## config.mk

```make
export PLATFORM = sky130hd
export DESIGN_NAME = dcf_fifo
export DESIGN_NICKNAME = d
export VERILOG_FILES = /design/src/dcf_pkg.sv /design/src/dcf_fifo.sv
export SDC_FILE = /design/constraint.sdc
export NUM_CORES = 2
export LEC_CHECK = 0
export BUFFER_PORTS_ARGS = -buffer_cell sky130_fd_sc_hd__buf_4
export CAP_MARGIN = 20
export CORE_ASPECT_RATIO = 0.7
export CORE_UTILIZATION = 59
export CTS_BUF_LIST = sky130_fd_sc_hd__clkbuf_8
export CTS_CLUSTER_DIAMETER = 80
export DETAILED_ROUTE_END_ITERATION = 10
export PLACE_DENSITY_LB_ADDON = 0.12
export SLEW_MARGIN = 20
export SYNTH_ARGS = -nofsm -noshare
export SYNTH_HDL_FRONTEND = slang
export SYNTH_SLANG_ARGS = --single-unit
```

## constraint.sdc

```tcl
create_clock -name aclk -period 4.5 [get_ports aclk]
set_input_delay 0.9 -clock aclk [delete_from_list [all_inputs] [get_ports aclk]]
set_output_delay 0.9 -clock aclk [all_outputs]
set_load 0.02 [all_outputs]
```

## src/dcf_pkg.sv

```systemverilog
// dual-clock fifo flag bank: shared constants and carrier types
// assumes one system clock; fifo pins arrive asynchronously and are synchronised
package dcf_pkg;

  // ****************************************************************
  // sizes and defaults
  // ****************************************************************
  localparam int          DCF_DATA_W        = 9;      // word width of the array
  localparam int          DCF_DEPTH_DEFAULT = 256;    // default array depth
  localparam int          DCF_OFS_W         = 16;     // offset width (two 8-bit halves)
  localparam int          DCF_BYTE_W        = 8;      // width of one offset half
  localparam logic [15:0] DCF_OFS_DEFAULT   = 16'h0007; // default offset n and m

  // ****************************************************************
  // register map (byte addresses)
  // ****************************************************************
  localparam int         DCF_AXI_AW       = 8;       // decoded address bits
  localparam logic [7:0] DCF_ADDR_STATUS  = 8'h00;   // flags, mode, occupancy
  localparam logic [7:0] DCF_ADDR_EOFS    = 8'h04;   // empty offset n
  localparam logic [7:0] DCF_ADDR_FOFS    = 8'h08;   // full offset m

  // status field positions
  localparam int DCF_ST_FULL_N   = 0;
  localparam int DCF_ST_AFULL_N  = 1;
  localparam int DCF_ST_AEMPTY_N = 2;
  localparam int DCF_ST_EMPTY_N  = 3;
  localparam int DCF_ST_LOADMODE = 4;
  localparam int DCF_ST_COUNT_LO = 16;

  // axi responses
  localparam logic [1:0] DCF_RESP_OKAY   = 2'h0;
  localparam logic [1:0] DCF_RESP_SLVERR = 2'h2;

  // ****************************************************************
  // types
  // ****************************************************************
  // offset register select sequence
  typedef enum logic [1:0] {
    DCF_SEL_ELO = 2'b00,
    DCF_SEL_EHI = 2'b01,
    DCF_SEL_FLO = 2'b10,
    DCF_SEL_FHI = 2'b11
  } dcf_sel_t;

  // asynchronous pin bundle, synchronised as one group
  typedef struct packed {
    logic                  wclk;
    logic                  rclk;
    logic                  write_enable_first_n_n;
    logic                  write_enable_second_ld;
    logic                  ren1_n;
    logic                  ren2_n;
    logic                  oe_n;
    logic [DCF_DATA_W-1:0] wdata;
  } dcf_pins_t;

  // status flags, all active low
  typedef struct packed {
    logic full_n;
    logic afull_n;
    logic aempty_n;
    logic empty_n;
  } dcf_flags_t;

endpackage : dcf_pkg

```

## src/dcf_fifo.sv

```systemverilog
// dual-clock fifo bank: array, pointers, status flags, offset registers, axi-lite
// assumes write_clock/read_clock are pins sampled on aclk (at most aclk/4)
`timescale 1ns/1ps
module dcf_fifo
  import dcf_pkg::*;
#(
  parameter int DEPTH = DCF_DEPTH_DEFAULT
) (
  // system clock and reset
  input  wire logic                  aclk,
  input  wire logic                  aresetn,
  // fifo pins, asynchronous
  input  wire logic                  write_clock,
  input  wire logic                  read_clock,
  input  wire logic                  write_enable_first_n,
  input  wire logic                  write_enable_second_or_load,
  input  wire logic                  read_enable_first_n,
  input  wire logic                  read_enable_second_n,
  input  wire logic                  output_enable_n,
  input  wire logic [DCF_DATA_W-1:0] write_data_in,
  // fifo outputs
  output logic [DCF_DATA_W-1:0]      read_data_out,
  output logic                       read_data_oe_n,
  output logic                       full_flag_n,
  output logic                       almost_full_flag_n,
  output logic                       almost_empty_flag_n,
  output logic                       empty_flag_n,
  // axi4-lite write address and data
  input  wire logic [DCF_AXI_AW-1:0] s_axi_awaddr,
  input  wire logic                  s_axi_awvalid,
  output logic                       s_axi_awready,
  input  wire logic [31:0]           s_axi_wdata,
  input  wire logic [3:0]            s_axi_wstrb,
  input  wire logic                  s_axi_wvalid,
  output logic                       s_axi_wready,
  // axi4-lite write response
  output logic [1:0]                 s_axi_bresp,
  output logic                       s_axi_bvalid,
  input  wire logic                  s_axi_bready,
  // axi4-lite read
  input  wire logic [DCF_AXI_AW-1:0] s_axi_araddr,
  input  wire logic                  s_axi_arvalid,
  output logic                       s_axi_arready,
  output logic [31:0]                s_axi_rdata,
  output logic [1:0]                 s_axi_rresp,
  output logic                       s_axi_rvalid,
  input  wire logic                  s_axi_rready
);

  // ****************************************************************
  // sizes
  // ****************************************************************
  // depth parameter sizing
  localparam int             AW      = $clog2(DEPTH);  // array index width
  localparam int             PW      = AW + 1;         // pointer width with wrap bit
  localparam logic [PW-1:0]  DEPTH_C = PW'(DEPTH);     // depth at pointer width
  localparam logic [16:0]    DEPTH_T = 17'(DEPTH);     // depth for threshold sums

  // binary to gray
  function automatic logic [PW-1:0] bin2gray(input logic [PW-1:0] b);
    bin2gray = b ^ (b >> 1);
  endfunction : bin2gray

  // gray to binary
  function automatic logic [PW-1:0] gray2bin(input logic [PW-1:0] g);
    logic [PW-1:0] b;
    b = '0;
    for (int i = PW - 1; i >= 0; i--) begin
      b[i] = g[i] ^ ((i == PW - 1) ? 1'b0 : b[i+1]);
    end
    gray2bin = b;
  endfunction : gray2bin

  // ****************************************************************
  // pin synchronisers and edge detection
  // ****************************************************************
  dcf_pins_t pins_in;   // raw pin bundle
  dcf_pins_t pins_s1;   // first stage, feeds second stage only
  dcf_pins_t pins_s2;   // second stage, safe to use
  logic      wclk_d;    // delayed write clock level
  logic      rclk_d;    // delayed read clock level

  assign pins_in = '{wclk: write_clock, rclk: read_clock, write_enable_first_n_n: write_enable_first_n,
                     write_enable_second_ld: write_enable_second_or_load, ren1_n: read_enable_first_n,
                     ren2_n: read_enable_second_n, oe_n: output_enable_n,
                     wdata: write_data_in};

  // two-flop synchroniser for every pin
  always_ff @(posedge aclk) begin
    pins_s1 <= pins_in;
    pins_s2 <= pins_s1;
  end

  always_ff @(posedge aclk) begin
    if (!aresetn) begin
      wclk_d <= 1'b1;
      rclk_d <= 1'b1;
    end else begin
      wclk_d <= pins_s2.wclk;
      rclk_d <= pins_s2.rclk;
    end
  end

  logic w_edge;   // one-cycle pulse per write clock rise
  logic r_edge;   // one-cycle pulse per read clock rise
  assign w_edge = aresetn && pins_s2.wclk && !wclk_d;
  assign r_edge = aresetn && pins_s2.rclk && !rclk_d;

  // ****************************************************************
  // mode strap
  // ****************************************************************
  logic load_mode_r;   // 1: pin is load enable, 0: second write enable

  // sample pin level while reset held
  always_ff @(posedge aclk) begin
    if (!aresetn) begin
      load_mode_r <= !pins_s2.write_enable_second_ld;
    end
  end

  // ****************************************************************
  // request decode
  // ****************************************************************
  dcf_flags_t flags_r;    // flag registers
  logic       wr_req;     // write edge with first write enable low
  logic       do_push;    // word stored this cycle
  logic       do_load;    // offset half loaded this cycle
  logic       rd_req;     // read edge with both enables low
  logic       do_pop;     // word read this cycle
  logic       do_ofs_rd;  // offset half shown this cycle

  assign wr_req    = w_edge && !pins_s2.write_enable_first_n_n;
  assign do_push   = wr_req && pins_s2.write_enable_second_ld && flags_r.full_n;
  // load mode with load pin low
  assign do_load   = wr_req && load_mode_r && !pins_s2.write_enable_second_ld;
  assign rd_req    = r_edge && !pins_s2.ren1_n && !pins_s2.ren2_n;
  assign do_ofs_rd = rd_req && load_mode_r && !pins_s2.write_enable_second_ld;
  assign do_pop    = rd_req && !do_ofs_rd && flags_r.empty_n;

  // ****************************************************************
  // array and pointers
  // ****************************************************************
  logic [DCF_DATA_W-1:0] mem [DEPTH];   // storage array
  logic [PW-1:0]         wptr_r;        // write pointer, binary
  logic [PW-1:0]         rptr_r;        // read pointer, binary
  logic [PW-1:0]         wgray_r;       // write pointer, gray
  logic [PW-1:0]         rgray_r;       // read pointer, gray
  logic [PW-1:0]         wptr_nxt;
  logic [PW-1:0]         rptr_nxt;

  assign wptr_nxt = do_push ? PW'(wptr_r + 1'b1) : wptr_r;
  assign rptr_nxt = do_pop  ? PW'(rptr_r + 1'b1) : rptr_r;

  // array write, no reset needed
  always_ff @(posedge aclk) begin
    if (do_push) begin
      mem[wptr_r[AW-1:0]] <= pins_s2.wdata;
    end
  end

  always_ff @(posedge aclk) begin
    if (!aresetn) begin
      wptr_r  <= '0;
      rptr_r  <= '0;
      wgray_r <= '0;
      rgray_r <= '0;
    end else begin
      wptr_r  <= wptr_nxt;
      rptr_r  <= rptr_nxt;
      wgray_r <= bin2gray(wptr_nxt);
      rgray_r <= bin2gray(rptr_nxt);
    end
  end

  // ****************************************************************
  // pointer crossing
  // ****************************************************************
  logic [PW-1:0] wg_s1, wg_s2;   // write gray into read side
  logic [PW-1:0] rg_s1, rg_s2;   // read gray into write side

  always_ff @(posedge aclk) begin
    if (!aresetn) begin
      wg_s1 <= '0;
      wg_s2 <= '0;
      rg_s1 <= '0;
      rg_s2 <= '0;
    end else begin
      wg_s1 <= wgray_r;
      wg_s2 <= wg_s1;
      rg_s1 <= rgray_r;
      rg_s2 <= rg_s1;
    end
  end

  // ****************************************************************
  // offset registers
  // ****************************************************************
  logic [DCF_OFS_W-1:0] eofs_r;     // empty offset n
  logic [DCF_OFS_W-1:0] fofs_r;     // full offset m
  dcf_sel_t             wsel_r;     // next offset half to load
  dcf_sel_t             rsel_r;     // next offset half to show
  logic                 axi_wr;     // axi write performed
  logic [DCF_AXI_AW-1:0] awaddr_r;  // latched write address
  logic [31:0]          wdata_r;    // latched write data
  logic [3:0]           wstrb_r;    // latched byte enables

  // merge axi byte lanes into an offset
  function automatic logic [DCF_OFS_W-1:0] lane_merge(input logic [DCF_OFS_W-1:0] old,
                                                     input logic [31:0] d,
                                                     input logic [3:0] s);
    lane_merge = {s[1] ? d[15:8] : old[15:8], s[0] ? d[7:0] : old[7:0]};
  endfunction : lane_merge

  always_ff @(posedge aclk) begin
    if (!aresetn) begin
      eofs_r <= DCF_OFS_DEFAULT;
      fofs_r <= DCF_OFS_DEFAULT;
    end else if (do_load) begin
      unique case (wsel_r)
        DCF_SEL_ELO: eofs_r[DCF_BYTE_W-1:0]         <= pins_s2.wdata[DCF_BYTE_W-1:0];
        DCF_SEL_EHI: eofs_r[DCF_OFS_W-1:DCF_BYTE_W] <= pins_s2.wdata[DCF_BYTE_W-1:0];
        DCF_SEL_FLO: fofs_r[DCF_BYTE_W-1:0]         <= pins_s2.wdata[DCF_BYTE_W-1:0];
        DCF_SEL_FHI: fofs_r[DCF_OFS_W-1:DCF_BYTE_W] <= pins_s2.wdata[DCF_BYTE_W-1:0];
      endcase
    end else if (axi_wr) begin
      // software write of an offset
      if (awaddr_r == DCF_ADDR_EOFS) begin
        eofs_r <= lane_merge(eofs_r, wdata_r, wstrb_r);
      end else if (awaddr_r == DCF_ADDR_FOFS) begin
        fofs_r <= lane_merge(fofs_r, wdata_r, wstrb_r);
      end
    end
  end

  // select steps and wraps to empty low
  always_ff @(posedge aclk) begin
    if (!aresetn) begin
      wsel_r <= DCF_SEL_ELO;
      rsel_r <= DCF_SEL_ELO;
    end else begin
      if (do_load) begin
        wsel_r <= dcf_sel_t'(wsel_r + 2'h1);
      end
      if (do_ofs_rd) begin
        rsel_r <= dcf_sel_t'(rsel_r + 2'h1);
      end
    end
  end

  // ****************************************************************
  // flags
  // ****************************************************************
  logic [PW-1:0] cnt_w;   // occupancy seen by write side
  logic [PW-1:0] cnt_r;   // occupancy seen by read side

  // read side seen late, full may lag
  assign cnt_w = PW'(wptr_nxt - gray2bin(rg_s2));
  // write side seen late, only matters near empty
  assign cnt_r = PW'(gray2bin(wg_s2) - rptr_nxt);

  // write-side flags on write edges only
  always_ff @(posedge aclk) begin
    if (!aresetn) begin
      flags_r.full_n  <= 1'b1;
      flags_r.afull_n <= 1'b1;
    end else if (w_edge) begin
      flags_r.full_n  <= (cnt_w != DEPTH_C);
      flags_r.afull_n <= (17'(cnt_w) + 17'(fofs_r)) < DEPTH_T;
    end
  end

  // read-side flags on read edges only
  always_ff @(posedge aclk) begin
    if (!aresetn) begin
      flags_r.empty_n  <= 1'b0;
      flags_r.aempty_n <= 1'b0;
    end else if (r_edge) begin
      flags_r.empty_n  <= (cnt_r != '0);
      flags_r.aempty_n <= 17'(cnt_r) > 17'(eofs_r);
    end
  end

  assign full_flag_n         = flags_r.full_n;
  assign almost_full_flag_n  = flags_r.afull_n;
  assign almost_empty_flag_n = flags_r.aempty_n;
  assign empty_flag_n        = flags_r.empty_n;

  // ****************************************************************
  // output register
  // ****************************************************************
  logic [DCF_DATA_W-1:0] q_r;     // output register
  logic                  oe_n_r;  // registered output enable

  always_ff @(posedge aclk) begin
    if (!aresetn) begin
      q_r <= '0;
    end else if (do_pop) begin
      q_r <= mem[rptr_r[AW-1:0]];
    end else if (do_ofs_rd) begin
      // offset halves shown in load order
      unique case (rsel_r)
        DCF_SEL_ELO: q_r <= DCF_DATA_W'(eofs_r[DCF_BYTE_W-1:0]);
        DCF_SEL_EHI: q_r <= DCF_DATA_W'(eofs_r[DCF_OFS_W-1:DCF_BYTE_W]);
        DCF_SEL_FLO: q_r <= DCF_DATA_W'(fofs_r[DCF_BYTE_W-1:0]);
        DCF_SEL_FHI: q_r <= DCF_DATA_W'(fofs_r[DCF_OFS_W-1:DCF_BYTE_W]);
      endcase
    end
  end

  // drive only while output enable low
  always_ff @(posedge aclk) begin
    oe_n_r <= aresetn ? pins_s2.oe_n : 1'b1;
  end

  assign read_data_out  = q_r;
  assign read_data_oe_n = oe_n_r;

  // ****************************************************************
  // axi4-lite slave
  // ****************************************************************
  logic aw_got_r, w_got_r;   // address / data held

  assign axi_wr = aw_got_r && w_got_r && !s_axi_bvalid;

  // write address and data capture, either order
  always_ff @(posedge aclk) begin
    if (!aresetn) begin
      aw_got_r      <= 1'b0;
      w_got_r       <= 1'b0;
      s_axi_awready <= 1'b0;
      s_axi_wready  <= 1'b0;
      awaddr_r      <= '0;
      wdata_r       <= '0;
      wstrb_r       <= '0;
    end else begin
      if (s_axi_awready && s_axi_awvalid) begin
        aw_got_r      <= 1'b1;
        s_axi_awready <= 1'b0;
        awaddr_r      <= s_axi_awaddr;
      end else if (axi_wr) begin
        aw_got_r      <= 1'b0;
      end else if (!aw_got_r && !s_axi_bvalid) begin
        s_axi_awready <= 1'b1;
      end
      if (s_axi_wready && s_axi_wvalid) begin
        w_got_r      <= 1'b1;
        s_axi_wready <= 1'b0;
        wdata_r      <= s_axi_wdata;
        wstrb_r      <= s_axi_wstrb;
      end else if (axi_wr) begin
        w_got_r      <= 1'b0;
      end else if (!w_got_r && !s_axi_bvalid) begin
        s_axi_wready <= 1'b1;
      end
    end
  end

  // write response, slverr for unmapped or read-only
  always_ff @(posedge aclk) begin
    if (!aresetn) begin
      s_axi_bvalid <= 1'b0;
      s_axi_bresp  <= DCF_RESP_OKAY;
    end else if (axi_wr) begin
      s_axi_bvalid <= 1'b1;
      s_axi_bresp  <= (awaddr_r == DCF_ADDR_EOFS || awaddr_r == DCF_ADDR_FOFS)
                      ? DCF_RESP_OKAY : DCF_RESP_SLVERR;
    end else if (s_axi_bready) begin
      s_axi_bvalid <= 1'b0;
    end
  end

  // read channel, one outstanding read
  always_ff @(posedge aclk) begin
    if (!aresetn) begin
      s_axi_arready <= 1'b0;
      s_axi_rvalid  <= 1'b0;
      s_axi_rdata   <= '0;
      s_axi_rresp   <= DCF_RESP_OKAY;
    end else if (s_axi_arready && s_axi_arvalid) begin
      s_axi_arready <= 1'b0;
      s_axi_rvalid  <= 1'b1;
      s_axi_rresp   <= DCF_RESP_OKAY;
      s_axi_rdata   <= '0;
      unique case (s_axi_araddr)
        DCF_ADDR_STATUS: begin
          s_axi_rdata[DCF_ST_FULL_N]   <= flags_r.full_n;
          s_axi_rdata[DCF_ST_AFULL_N]  <= flags_r.afull_n;
          s_axi_rdata[DCF_ST_AEMPTY_N] <= flags_r.aempty_n;
          s_axi_rdata[DCF_ST_EMPTY_N]  <= flags_r.empty_n;
          s_axi_rdata[DCF_ST_LOADMODE] <= load_mode_r;
          s_axi_rdata[DCF_ST_COUNT_LO +: PW] <= PW'(wptr_r - gray2bin(rg_s2));
        end
        DCF_ADDR_EOFS: s_axi_rdata[DCF_OFS_W-1:0] <= eofs_r;
        DCF_ADDR_FOFS: s_axi_rdata[DCF_OFS_W-1:0] <= fofs_r;
        default:       s_axi_rresp <= DCF_RESP_SLVERR;
      endcase
    end else if (s_axi_rvalid && s_axi_rready) begin
      s_axi_rvalid  <= 1'b0;
    end else if (!s_axi_rvalid) begin
      s_axi_arready <= 1'b1;
    end
  end
endmodule : dcf_fifo

```

## Yosys cells after proc, flatten, opt, wreduce, memory -nomap -nowiden

Memory sizes are Yosys's and may differ from the RTL's. A register that Yosys moved wholly into a read port is not among the register bits.
Index checks and enable logic that the tools add are counted.

| storage, ports and cells | value |
|---|---|
| flip-flop bits (word level) | 219 |
| RAM bits | 2304 |
| bits of input ports | 75 |
| output and inout port bits | 55 |
| logic and storage cells | 193 |
| memories | 1 |

| cells by class | value |
|---|---|
| add/subtract/negate cells | 8 |
| $lt $le $gt $ge | 2 |
| equal/unequal tests | 16 |
| multiplexer cells | 33 |
| bitwise operators | 22 |
| reduce and logical (&&, ||, !) cells | 59 |

Memories:

| memory | depth | width | rd ports | clocked after Yosys merged registers in | wr ports | RTL line | RTL |
|---|---|---|---|---|---|---|---|
| mem | 256 | 9 | 1 | 1 | 1 | dcf_fifo.sv:143 | `logic [DCF_DATA_W-1:0] mem [DEPTH];` |

Operator list:

| cell | number |
|---|---|
| $mux W16 | 7 |
| $mux W8 | 7 |
| $mux W9 | 5 |
| $pmux W9 S4 | 1 |
| $sub A9 B9 Y9 | 3 |
| $logic_and A1 B1 Y1 | 23 |
| $pmux W11 S2 | 1 |
| $reduce_bool A2 Y1 | 10 |
| $add A9 B1 Y9 const B | 2 |
| $xor A9 B8 Y9 | 2 |
| $add A9 B16 Y17 | 1 |
| $lt A17 B9 Y1 const B | 1 |
| $eq A8 B3 Y1 const B | 2 |
| $eq A8 B4 Y1 const B | 2 |
| $gt A9 B16 Y1 | 1 |
| $xor A1 B1 Y1 | 16 |
| $pmux W5 S3 | 1 |
| $logic_not A1 Y1 | 10 |
| $reduce_and A5 Y1 | 2 |
| $mux W1 | 9 |
| $ne A9 B9 Y1 const B | 1 |
| $reduce_bool A9 Y1 | 1 |
| $eq A2 B2 Y1 const B | 4 |
| $logic_not A8 Y1 | 1 |
| other kinds (12) | 27 |

## Logic depth before layout (Yosys ltp)

| depth | value |
|---|---|
| depth after elaboration | 12 |
| depth in mapped cells | 23 |
| gate-level depth less buffers | 23 |

## Worst setup path before layout

Ideal clock, no wire load.

| timing | value |
|---|---|
| kind | input to register |
| from | input aresetn |
| to | register flags_r (netlist bit almost_empty_flag_n) |
| setup time | 0.124 ns |
| data arrival time | 4.551 ns |
| required time | 4.376 ns |
| path slack | -0.175 ns |
| stages on the path | 19 |
| path buffers | 1 |
| cells stage by stage | nand3b_1 nor3_1 and3_1 buf_1 mux2i_1 inv_1 fa_1 inv_1 ha_1 nor2b_1 o21a_1 o21a_1 o21a_1 o21a_1 o21a_1 o21ai_0 nand2b_1 a21oi_1 o41ai_1 |

| between the ends | value |
|---|---|
| cells in the longest elaborated chain, start to end | 12 |

RTL lines:

| item | RTL line | RTL |
|---|---|---|
| start: declaration | dcf_fifo.sv:11 | `input wire logic aresetn,` |
| $logic_and A1 B1 Y1 * (2 in series) | dcf_fifo.sv:107 | `assign r_edge = aresetn && pins_s2.rclk && !rclk_d;` |
| $logic_and A1 B1 Y1 * (2 in series) | dcf_fifo.sv:136 | `assign rd_req = r_edge && !pins_s2.ren1_n && !pins_s2.ren2_n;` |
| $logic_and A1 B1 Y1 (2 in series) | dcf_fifo.sv:137 | `assign do_ofs_rd = rd_req && load_mode_r && !pins_s2.write_enable_second_ld;` |
| $logic_not A1 Y1 | dcf_fifo.sv:138 | `assign do_pop = rd_req && !do_ofs_rd && flags_r.empty_n;` |
| $logic_and A1 B1 Y1 * (2 in series) | dcf_fifo.sv:138 |  |
| $mux W9 * | dcf_fifo.sv:152 | `assign rptr_nxt = do_pop ? PW'(rptr_r + 1'b1) : rptr_r;` |
| named net rptr_nxt[1] | dcf_fifo.sv:149 | `logic [PW-1:0] rptr_nxt;` |
| $sub A9 B9 Y9 * | dcf_fifo.sv:259 | `assign cnt_r = PW'(gray2bin(wg_s2) - rptr_nxt);` |
| $gt A9 B16 Y1 * | dcf_fifo.sv:279 | `flags_r.aempty_n <= 17'(cnt_r) > 17'(eofs_r);` |
| end: declaration | dcf_fifo.sv:124 | `dcf_flags_t flags_r;` |

Mark *: on every way through the listed nets, which the timed path passes. The rest lies on a longest branch.
A chain may end at the register's enable or synchronous reset.

## Worst setup path after layout

| timing | value |
|---|---|
| from | register wg_s2[7] |
| to | register flags_r (netlist bit almost_empty_flag_n) |

| between the ends | value |
|---|---|
| cells in the longest elaborated chain, start to end | 10 |

RTL lines:

| item | RTL line | RTL |
|---|---|---|
| start: declaration | dcf_fifo.sv:178 | `logic [PW-1:0] wg_s1, wg_s2;` |
| start signal: assignment | dcf_fifo.sv:189 | `wg_s2 <= wg_s1;` |
| $xor A1 B1 Y1 * | dcf_fifo.sv:69 | `b[i] = g[i] ^ ((i == PW - 1) ? 1'b0 : b[i+1]);` |
| $xor A1 B1 Y1 (7 in series) | dcf_fifo.sv:69 |  |
| $sub A9 B9 Y9 * | dcf_fifo.sv:259 |  |
| $gt A9 B16 Y1 * | dcf_fifo.sv:279 |  |

Every way passes the cells marked *; elsewhere a longest branch is shown, timed or not.

==> impl_metrics.ini <==
[run_status]
status = finished, violations left
violations = negative setup slack

[clocking]
cts.sinks = 2519
clock_path_buffers = 4
cts_buffers = 373
cts_tree = yes
clkTransAtPathRegs_ps = 70
htree_levels = 5
clock_latency_ps = 1080
root_buffer = clkbuf_8

[critical_path]
crit_slowest_cell = fa_2
crit_type = reg -> reg
required_ps = 5430
cp_common_cell = xor2_2
critPathArrivalTime_ps = 5510
rrSetupSlack_ps = -70
max_stage_delay_ps = 550
cp_max_fo = 2
end_kind = register
start_kind = register
worstPathCellList = xor2_4 > xnor2_2 > xor2_2 > xor2_2 > xor2_2 > xor2_2 > xor2_2 > xor2_2 > ha_2 > fa_2 > inv_2 > ha_1 > nor2b_1 > o21a_1 > o21a_1 > o21a_1 > o21a_1 > o21a_1 > o21ai_2 > nand2b_1 > a21oi_2 > o41ai_2

[finish]
finalInstanceArea_um2 = 110300
regArea_um2 = 73560
multi_input_area_um2 = 23350
nNetsFinal = 5343
fill_cells = 10556
drive_above_1_share_pct = 31.21
fin_cells = 7705
syn_to_final_growth_pct = 12.69

[power]
seqPwrFrac_pct = 59.9
p_clk_share_pct = 38.7
p_per_area_nw_per_um2 = 388.2
p_sw_share_pct = 21.15
p_int_w = 0.03377
p_leak_nw = 34.65
irDropWorstVdd_v = 0.0002879
power_w = 0.04283
power.switching_w = 0.009059
p_comb_share_pct = 1.3

[sta]
timing.final.crit_share_pct = 101.7
setup-violations-final = 1
min_period_ps = 4574
layout_setup_ws_ps = -74.47
rsz0062_at_grt = yes
slew_violations = 0
tightest_slew_ps = 1123
fmax_mhz = 218.6
slew_headroom_pct = 25.13
whs_ps = 101.4
final-hold-violation-count = 0
clock_skew_ps = 72.07

[grt]
grt_overflow = 0
antenna_found_initial = 18
grt_start_max_net_pins = 125
grt_use_total_pct = 29.18
grtUsageMet2_pct = 41.01
grt_use_met1_pct = 46.65
met3_usage_pct = 6.886
grt_pass1_vias = 48353
grt.busiest_layer = met1
grt_pass1_wl_mm = 345.3

[routing]
avgRoutedWirePerCell_um = 31.15
dr.pass1.iters = 8
via_per_inst = 6.422
vias = 49480
routed_wl_mm = 240.0
drc = 0
drt-initial-drc-count = 6737
ant_nets = 0

[floorplan]
core_um2 = 164000
dieArea_um2 = 167600
die_w_um = 488.9
die_h_um = 342.8
start_util_pct = 59.69
io-pin-count = 130
num_rows = 124

[yosys]
synth_top_area_share_pct = 70.70
yosysMostFrequentCell = edfxtp_1
yosysSeqAreaShare_pct = 75.08
syn-cell-area_um2 = 97900
yosysTopAreaCell = edfxtp_1
async_flop_share_pct = 0
syn_avg_cell_area_um2 = 21.07
synth-edff-count = 2305
synth_cell_type_count = 63
yosysWarnings = 0
ys.flop_type = edfxtp_1
synthTopCellsByArea = edfxtp_1 71%, mux4_2 17%, dfxtp_1 4.4%, nor2_1 1.4%, clkbuf_1 0.67%
synthCells = 4647
ys_top_cells_by_count = 2305 x edfxtp_1, 756 x mux4_2, 355 x nor2_1, 214 x dfxtp_1, 175 x clkbuf_1
synth-seq-cells = 2519

[flow_run]
drv_cap = 0

[place]
gp_congestion = 0.8835
portBuffers = 102
hpwl_mm = 148.1
dp_cells = 7008
pre_cts_ws_ps = -246.4
placed_cell_area_um2 = 103300

[worst_hold_path]
min_path_type = in -> reg
layout make-up:
type	count	share of cell area (%)
Timing Repair Buffer	455	3.586
Tap cell	2205	2.501
Inverter	49	0.1690
Clock buffer	388	4.841
Multi-Input combinational cell	1818	21.17
Sequential cell	2519	66.68
Clock inverter	263	1.040
Antenna cell	8	0.01815
per-stage QoR:
step	util (%)	setup TNS [ps]
2_1_floorplan	-	0
3_3_place_gp	62.99	-218.1
3_5_place_dp	62.99	-249.3
4_1_cts	67.15	-52.32
5_1_grt	67.27	-534.0
6_report	67.27	-74.47
layout by cell type (no fill, tap or decap), drive strengths merged, types with 4 or more instances in the layout:
cell,netlist,layout
a211oi,43,43
a21o,6,6
a21oi,71,71
a221oi,13,13
a222oi,8,8
a22o,7,7
a31oi,6,6
and2,52,52
and3,4,4
buf,94,439
clkbuf,175,388
clkinv,1,125
clkinvlp,0,5
conb,1,9
dfxtp,214,214
diode,0,8
dlygate4sd3,0,16
edfxtp,2305,2305
ha,51,51
inv,48,180
mux2,6,6
mux2i,17,17
mux4,756,756
nand2,133,133
nand2b,11,11
nand3,22,22
nand4,11,11
nor2,355,355
nor2b,20,20
nor3,29,29
nor4,9,9
o211ai,7,7
o21a,6,6
o21ai,51,51
xnor2,47,47
xor2,27,27
worst max-delay path, delay by kind of cell (launching register included):
kind,cells,cell delay [ps]
xor gates and xnor gates,8,1680
AOI/OAI and AO/OA,8,1170
adders and majority gates,3,1030
DFF,1,350
and+or+nand+nor,2,200
buffers and inverters,1,30
registers in the layout, indices dropped and copies added (netlist names), 2 cells and up:
signal / count
mem: 2304
s_axi_rdata: 25
eofs_r: 16
fofs_r: 16
pins_s1: 16
pins_s2: 16
wdata_r: 16
read_data_out: 9
rg_s1: 9
rg_s2: 9
rptr_r: 9
wg_s1: 9
wg_s2: 9
wptr_r: 9
awaddr_r: 8
rgray_r: 8
wgray_r: 8
rsel_r: 2
wsel_r: 2
wstrb_r: 2
kinds of logic after synthesis:
logic type                 Yosys count  synth area share [%]
AOI/OAI and AO/OA                  240                 1.601
other                                1              0.003831
xor gates and xnor gates            77                0.7336
adders and majority gates           52                0.6723
DFF                               2519                 75.08
and+or+nand+nor                    661                 2.935
muxes                              779                 17.64
buffers and inverters              318                 1.338
power by group through the flow:
stage          Sequential, W  Combinational [W]  Clock, W
5_1_grt               0.0257           0.000615    0.0178
2_1_floorplan         0.0263           0.000135         0
4_1_cts               0.0257           0.000571    0.0168
3_3_place_gp          0.0262           0.000535         0
6_report              0.0257           0.000574    0.0166
3_5_place_dp          0.0262           0.000561         0
path summary, 6_finish.rpt:
kind | to | from | depth (start not counted)
max | almost_empty_flag_n | wg_s2[7] | 22
min | wdata_r[2] | s_axi_wdata[2] | 3
max reg2reg | almost_empty_flag_n | wg_s2[7] | 22
min reg2reg | pins_s2[3] | pins_s1[3] | 0
repair_timing:
action,CTS,global route
buffers inserted,17,4
hold buffers,16,0
resized for setup,14,27
hold endpoints to repair,16,0
endpoints found under the setup margin,3,3
gates cloned,0,0
pin swaps,20,21
metal layers:
metal	vias to the layer above	wire length, um	part of all wire [%]
li1	20304	-	-
met1	26136	102200	43
met2	2631	106300	44
met3	407	26300	11
met4	2	5252	2.2
met5	-	13	0.0054
No activity file was read; power rests on OpenSTA's default activity.
